### config.mk
export PLATFORM = sky130hd
export DESIGN_NAME = hpus_top
export DESIGN_NICKNAME = d
export VERILOG_FILES = /design/src/hdl/hpus_common.sv /design/src/hdl/hpus_top.sv
export SDC_FILE = /design/constraint.sdc
export NUM_CORES = 1
export LEC_CHECK = 0
export BUFFER_PORTS_ARGS = -buffer_cell sky130_fd_sc_hd__buf_2
export CORE_MARGIN = 2
export CORE_UTILIZATION = 62
export CTS_CLUSTER_SIZE = 28
export DETAILED_ROUTE_END_ITERATION = 10
export PLACE_DENSITY = 0.88
export SLEW_MARGIN = 20
export SYNTH_ARGS = -nofsm -noshare
export SYNTH_HDL_FRONTEND = slang
export SYNTH_SLANG_ARGS = --single-unit
### constraint.sdc
create_clock -name ref_clk -period 4.5 [get_ports ref_clk]
set_input_delay 0.225 -clock ref_clk [delete_from_list [all_inputs] [get_ports ref_clk]]
set_output_delay 0.225 -clock ref_clk [all_outputs]
set_load 0.01 [all_outputs]
### src/hdl/hpus_common.sv
// Shared constants of the handset power-up sequencer and its debouncer.
// Assumes one 100 MHz clock and an asynchronous active-low reset.
`timescale 1ns/10ps

package hpus_pkg;
  localparam int CLK_MHZ = 100;
  localparam int CYC_PER_US = CLK_MHZ;
  localparam int CYC_PER_MS = CLK_MHZ * 1000;
  // Interval figures in their own units, typical values.
  localparam int DEBOUNCE_MS = 32;
  localparam int LDO_DELAY_STD_US = 125;
  localparam int LDO_DELAY_OPT_MS = 10;
  localparam int RESET_DELAY_MS = 20;
  localparam int HOLDUP_MS = 500;
  // Interval lengths in clock cycles.
  localparam int DEBOUNCE_CYC = DEBOUNCE_MS * CYC_PER_MS;
  localparam int LDO_DELAY_STD_CYC = LDO_DELAY_STD_US * CYC_PER_US;
  localparam int LDO_DELAY_OPT_CYC = LDO_DELAY_OPT_MS * CYC_PER_MS;
  localparam int RESET_DELAY_CYC = RESET_DELAY_MS * CYC_PER_MS;
  localparam int HOLDUP_CYC = HOLDUP_MS * CYC_PER_MS;
  localparam int CNT_W = 32;
  // Sequencer states.
  typedef enum logic [3:0] {
    HPUS_OFF = 4'h0,
    HPUS_UP1 = 4'h1,
    HPUS_UP_D12 = 4'h2,
    HPUS_UP2 = 4'h3,
    HPUS_RST_D = 4'h4,
    HPUS_HOLDUP = 4'h5,
    HPUS_ON = 4'h6,
    HPUS_DN_RST = 4'h7,
    HPUS_DN_W2 = 4'h8,
    HPUS_DN_D1 = 4'h9
  } hpus_state_t;
endpackage

// Debounces one pin: synchronises it, then follows it only after it has
// held a new level for CYCLES consecutive clocks.
module hpus_debounce #(
  parameter int CYCLES = hpus_pkg::DEBOUNCE_CYC
) (
  input wire logic ref_clk,
  input wire logic rst_b,
  input wire logic raw,
  output logic level
);
  import hpus_pkg::*;

  typedef struct packed {
    logic m;
    logic q;
    logic lvl;
    logic [CNT_W-1:0] cnt;
  } hpus_db_t;

  hpus_db_t s;
  hpus_db_t next_s;

  // A glitch shorter than the interval restarts the count from zero.
  always_comb
  begin
    next_s = s;
    next_s.m = raw;
    next_s.q = s.m;
    if (s.q == s.lvl)
    begin
      next_s.cnt = '0;
    end
    else if (s.cnt == CNT_W'(CYCLES - 1))
    begin
      next_s.lvl = s.q;
      next_s.cnt = '0;
    end
    else
    begin
      next_s.cnt = s.cnt + 1'b1;
    end
  end

  // State register.
  always_ff @(posedge ref_clk or negedge rst_b)
  begin
    if (!rst_b)
      s <= '0;
    else
      s <= next_s;
  end

  // The accepted level comes straight from its register.
  assign level = s.lvl;
endmodule

### src/hdl/hpus_top.sv
// Power-up and power-down sequencer for two regulators and a host reset.
// Assumes comparator levels and pins are asynchronous to ref_clk and that
// the host drives power_hold_request as a plain level.
`timescale 1ns/10ps

module hpus_top #(
  parameter int DEBOUNCE_CYCLES = hpus_pkg::DEBOUNCE_CYC,
  parameter int LDO_STD_CYCLES = hpus_pkg::LDO_DELAY_STD_CYC,
  parameter int LDO_OPT_CYCLES = hpus_pkg::LDO_DELAY_OPT_CYC,
  parameter int RESET_CYCLES = hpus_pkg::RESET_DELAY_CYC,
  parameter int HOLDUP_CYCLES = hpus_pkg::HOLDUP_CYC
) (
  input wire logic ref_clk,
  input wire logic rst_b,
  input wire logic power_key_in,
  input wire logic charger_detect_n,
  input wire logic power_hold_request,
  input wire logic long_delay_option,
  input wire logic [1:0] above_rise,
  input wire logic [1:0] above_fall,
  output logic first_regulator_en,
  output logic second_regulator_en,
  output logic host_reset_n,
  output logic wake_irq_n
);
  import hpus_pkg::*;

  typedef struct packed {
    hpus_state_t state;
    logic [CNT_W-1:0] cnt;
    logic [1:0] rise_m;
    logic [1:0] rise_q;
    logic [1:0] fall_m;
    logic [1:0] fall_q;
    logic [1:0] good;
    logic hold_m;
    logic hold_q;
    logic opt_m;
    logic opt_q;
    logic key_prev;
    logic en1;
    logic en2;
    logic rst_n;
    logic irq_n;
  } hpus_top_t;

  hpus_top_t s;
  hpus_top_t next_s;
  logic key_db;
  logic chg_db;
  logic key_press;
  logic [CNT_W-1:0] ldo_last;
  logic [CNT_W-1:0] rst_last;
  logic [CNT_W-1:0] hold_last;

  // Both pins share one debouncer design; the charger pin is low active.
  hpus_debounce #(.CYCLES(DEBOUNCE_CYCLES)) u_key_db (
    .ref_clk(ref_clk),
    .rst_b(rst_b),
    .raw(power_key_in),
    .level(key_db)
  );

  hpus_debounce #(.CYCLES(DEBOUNCE_CYCLES)) u_chg_db (
    .ref_clk(ref_clk),
    .rst_b(rst_b),
    .raw(~charger_detect_n),
    .level(chg_db)
  );

  // Last count of each interval; the option strap picks the regulator delay.
  assign ldo_last = s.opt_q ? CNT_W'(LDO_OPT_CYCLES - 1) :
                    CNT_W'(LDO_STD_CYCLES - 1);
  assign rst_last = CNT_W'(RESET_CYCLES - 1);
  assign hold_last = CNT_W'(HOLDUP_CYCLES - 1);
  assign key_press = key_db & ~s.key_prev;

  // Sequencer and flag logic. Only a fresh key edge or a debounced charger
  // starts power-up, so a key still held after shutdown does not restart the supplies.
  always_comb
  begin
    next_s = s;
    next_s.rise_m = above_rise;
    next_s.rise_q = s.rise_m;
    next_s.fall_m = above_fall;
    next_s.fall_q = s.fall_m;
    next_s.hold_m = power_hold_request;
    next_s.hold_q = s.hold_m;
    next_s.opt_m = long_delay_option;
    next_s.opt_q = s.opt_m;
    next_s.key_prev = key_db;
    next_s.cnt = s.cnt + 1'b1;
    for (int i = 0; i < 2; i++)
    begin
      if (s.rise_q[i])
        next_s.good[i] = 1'b1;
      else if (!s.fall_q[i])
        next_s.good[i] = 1'b0;
    end
    unique case (s.state)
      HPUS_OFF:
      begin
        next_s.cnt = '0;
        if (key_press)
        begin
          next_s.irq_n = 1'b0;
          next_s.en1 = 1'b1;
          next_s.state = HPUS_UP1;
        end
        else if (chg_db)
        begin
          next_s.en1 = 1'b1;
          next_s.state = HPUS_UP1;
        end
      end
      HPUS_UP1:
      begin
        next_s.cnt = '0;
        if (s.good[0])
          next_s.state = HPUS_UP_D12;
      end
      HPUS_UP_D12:
      begin
        if (s.cnt == ldo_last)
        begin
          next_s.en2 = 1'b1;
          next_s.state = HPUS_UP2;
        end
      end
      HPUS_UP2:
      begin
        next_s.cnt = '0;
        if (s.good[1])
          next_s.state = HPUS_RST_D;
      end
      HPUS_RST_D:
      begin
        if (s.cnt == rst_last)
        begin
          next_s.rst_n = 1'b1;
          next_s.cnt = '0;
          next_s.state = HPUS_HOLDUP;
        end
      end
      HPUS_HOLDUP, HPUS_ON:
      begin
        if (s.good != 2'b11)
        begin
          // A sagging supply resets the host at once.
          next_s.rst_n = 1'b0;
          next_s.irq_n = 1'b1;
          next_s.cnt = '0;
          next_s.state = HPUS_DN_RST;
        end
        else if (s.state == HPUS_HOLDUP && s.hold_q)
        begin
          next_s.irq_n = 1'b1;
          next_s.state = HPUS_ON;
        end
        else if (s.state == HPUS_HOLDUP && s.cnt == hold_last)
        begin
          next_s.irq_n = 1'b1;
          if (chg_db)
            next_s.state = HPUS_ON;
          else
          begin
            next_s.rst_n = 1'b0;
            next_s.cnt = '0;
            next_s.state = HPUS_DN_RST;
          end
        end
        else if (s.state == HPUS_ON && !s.hold_q && !chg_db)
        begin
          next_s.rst_n = 1'b0;
          next_s.cnt = '0;
          next_s.state = HPUS_DN_RST;
        end
      end
      HPUS_DN_RST:
      begin
        if (s.cnt == rst_last)
        begin
          next_s.en2 = 1'b0;
          next_s.state = HPUS_DN_W2;
        end
      end
      HPUS_DN_W2:
      begin
        next_s.cnt = '0;
        if (!s.good[1])
          next_s.state = HPUS_DN_D1;
      end
      HPUS_DN_D1:
      begin
        if (s.cnt == ldo_last)
        begin
          next_s.en1 = 1'b0;
          next_s.state = HPUS_OFF;
        end
      end
      default:
      begin
        next_s.state = HPUS_OFF;
      end
    endcase
  end

  // State register; the host is held in reset and wake is idle.
  always_ff @(posedge ref_clk or negedge rst_b)
  begin
    if (!rst_b)
    begin
      s <= '0;
      s.irq_n <= 1'b1;
    end
    else
      s <= next_s;
  end

  // Every output is a register bit, so no logic hazard reaches the pins.
  assign first_regulator_en = s.en1;
  assign second_regulator_en = s.en2;
  assign host_reset_n = s.rst_n;
  assign wake_irq_n = s.irq_n;
endmodule

==> results.py <==
metrics = {
    "logic_synthesis": {
        "avgSynthCellArea_um2": 9.71,
        "ys_ff_latch": 125,
        "syn_nets": 636,
        "yosysSeqAreaShare": 0.517,
        "synth-edff-count": 0,
        "ys_async_sr_fraction": 1.00,
        "ys_types": 61,
        "ys_warn_count": 0,
        "syn_inst": 623,
        "ys.flop_type": "dfrtp_1",
        "synth.cell_area_um2": 6050,
    },
    "clocking": {
        "post-cts-setup-buffers": 0,
        "numClockSinks": 125,
        "clock_latency_ns": 0.52,
        "cts-root-buf": "clkbuf_8",
        "cts_htree_levels": 4,
        "path_clk_slew_ns": 0.06,
        "clk_path_buf_depth": 2,
        "cts_tree": "done",
        "cts_resized": 0,
        "numCtsBuffers": 17,
    },
    "detailed_routing": {
        "via_count": 4618,
        "drt_iter0_drc": 256,
        "wl_per_cell_um": 15.9,
        "drc_errors": 0,
        "firstDrtPassIters": 5,
        "via_per_inst": 5.82,
        "totalWireLength_mm": 12.6,
        "detail-route-antenna-nets": 0,
    },
    "status": {
        "status": "completed",
    },
    "sta": {
        "fin_setup_tns_ns": 0,
        "setup_viol": 0,
        "max-slew-margin-rel": 0.454,
        "period_share": 0.617,
        "drv_slew": 0,
        "hold_viol_final": 0,
        "rsz0062_at_grt": "false",
        "worstMarginPinSlew_ns": 0.819,
        "finClkSkew_ns": 0.00844,
        "period_minus_slack_ns": 2.78,
        "fmax_mhz": 360,
    },
    "grt": {
        "grt_pass1_vias": 4535,
        "grt.total_usage": 0.258,
        "grt_pass1_wl_mm": 21.0,
        "grt_overflow": 0,
        "grt_max_degree": 68,
        "antenna_found_initial": 0,
    },
    "job": {
        "cap_violations": 0,
    },
    "power": {
        "power_density_nw_per_um2": 356,
        "p_leak_nw": 2.89,
        "irDropWorstVdd_uv": 313,
    },
    "floorplanning": {
        "dieWidth_um": 103,
        "rows": 36,
        "io_pins": 14,
        "die_area_um2": 10600,
        "core_area_um2": 9640,
        "fp.dieH_um": 103,
        "initial_utilization": 0.628,
    },
    "final_layout": {
        "stdcell_area_um2": 6830,
        "drive_gt1_frac": 0.0970,
        "fin_nets": 662,
        "area_delta_synth_final_pct": 12.9,
        "diodes": 0,
        "most-common-layout-cells": "125 x nor2_1, 124 x dfrtp_1, 59 x nand2_1",
        "mostFrequentLayoutCell": "nor2_1",
    },
    "critical_path": {
        "critPathKind": "reg2reg",
        "r2r_end": "s[43]",
        "cp-start-kind": "flip-flop",
        "cp_max_fo": 32,
        "arrival_ns": 3.14,
        "r2r_slack_ns": 1.72,
        "worst_ep_required_time_ns": 4.86,
        "rr_worst_depth": 7,
        "endpoint_kind": "flip-flop",
        "r2r_start": "s[47]",
    },
    "placement": {
        "io_buffers": 13,
        "post-dp-hpwl_mm": 8.10,
        "gp_congestion": 0.976,
        "place_area_um2": 6200,
    },
    "min_path": {
        "hp-class": "in2async",
    },
}
==> power breakdown <==
part           switching [mW]  leakage [nW]  total [mW]  internal, mW
clock network           0.461         0.260        1.23         0.765
logic                  0.0422         0.933      0.0590        0.0169
registers             0.00906          1.69        1.15          1.14
==> worst max-delay path, stage by stage (launching register included) <==
cell      delay [ns]
dfrtp_1         0.41
nor4_1          0.50
nand3_1         0.26
or4_4           0.59
nor3_2          0.26
a211oi_1        0.11
o21ai_4         0.33
nor2_1          0.14
==> cell families after synthesis <==
group	Yosys count	share of synthesized area
DFF	125	0.517
and+or+nand+nor	331	0.269
buffers and inverters	29	0.0236
adders and majority gates	3	0.00621
AOI/OAI and AO/OA	46	0.0540
muxes	3	0.00517
xor gates and xnor gates	86	0.125
==> final cells by class <==
class                   instances  area [um2]
clock buffers                  23         467
well taps                     133         166
inverters                      13        48.8
fillers                       703        2810
repair buffers                 23         165
clock inverters                 7        65.1
flip-flops and latches        125        3130
multi-input cells             469        2790
==> how the worst max path moves through the flow <==
stage                   from              to  cells past startpoint
2_1_floorplan          s[36]           s[52]                      7
3_3_place_gp           s[53]           s[48]                      6
3_5_place_dp   u_chg_db.s[0]  u_chg_db.s[22]                      7
4_1_cts        u_chg_db.s[0]   u_chg_db.s[6]                      7
5_1_grt                s[53]           s[35]                      6
6_report               s[47]           s[43]                      7
==> flip-flops by register name (all words and copies together), names as in the netlist, 6 cells and up <==
register,count
next_s,6
u_key_db.s,33
u_chg_db.s,33
s,45
==> stage by stage <==
| stage | power [mW] | util | hold slack (ns) | worst slack, ns | instances |
|---|---|---|---|---|---|
| finish | 2.43 | 0.708 | 0.347 | 1.72 | 793 |
| global route | 2.51 | 0.708 | 0.341 | 1.46 | 793 |
| CTS | 2.44 | 0.708 | 0.332 | 1.57 | 793 |
| detailed placement | 1.22 | 0.644 | 0.334 | 1.59 | 754 |
| global placement | 1.22 | 0.643 | 0.335 | 1.63 | 754 |
| floorplan | 1.19 | - | -0.0706 | 2.25 | 623 |
==> synth_stat cells (2+ instances only) <==
master | n | area share
o21ai_2 | 2 | 0.0029
inv_1 | 13 | 0.0081
and4_1 | 4 | 0.0058
and3_1 | 15 | 0.016
clkbuf_1 | 9 | 0.0056
o21ai_0 | 14 | 0.012
buf_2 | 3 | 0.0025
a21oi_1 | 10 | 0.0083
or3_1 | 10 | 0.010
xor2_1 | 49 | 0.071
nand2_1 | 59 | 0.037
nor3b_1 | 3 | 0.0037
nor3_1 | 16 | 0.013
nor2_1 | 125 | 0.078
nor4bb_1 | 2 | 0.0033
a211oi_1 | 4 | 0.0050
nand4_1 | 16 | 0.017
and3_2 | 2 | 0.0025
a21o_1 | 3 | 0.0037
mux2i_1 | 2 | 0.0033
nor2b_1 | 2 | 0.0021
dfrtp_1 | 124 | 0.51
and2_1 | 7 | 0.0072
nand3_1 | 36 | 0.030
xnor2_1 | 37 | 0.054
or2_2 | 3 | 0.0031
ha_1 | 3 | 0.0062
nor3_2 | 3 | 0.0050
nand2b_1 | 3 | 0.0031
nor4_1 | 13 | 0.013
==> repair_timing <==
action,4_1_cts,5_1_grt
hold endpoints to repair,73,0
hold buffers,9,0
setup endpoints to repair,0,0
==> metal layers <==
metal,GRT usage,share of wire
met5,0,0
met4,0.123,0.025
met3,0.0617,0.045
met2,0.426,0.51
met1,0.322,0.42
No activity file was read; power rests on OpenSTA's default activity.
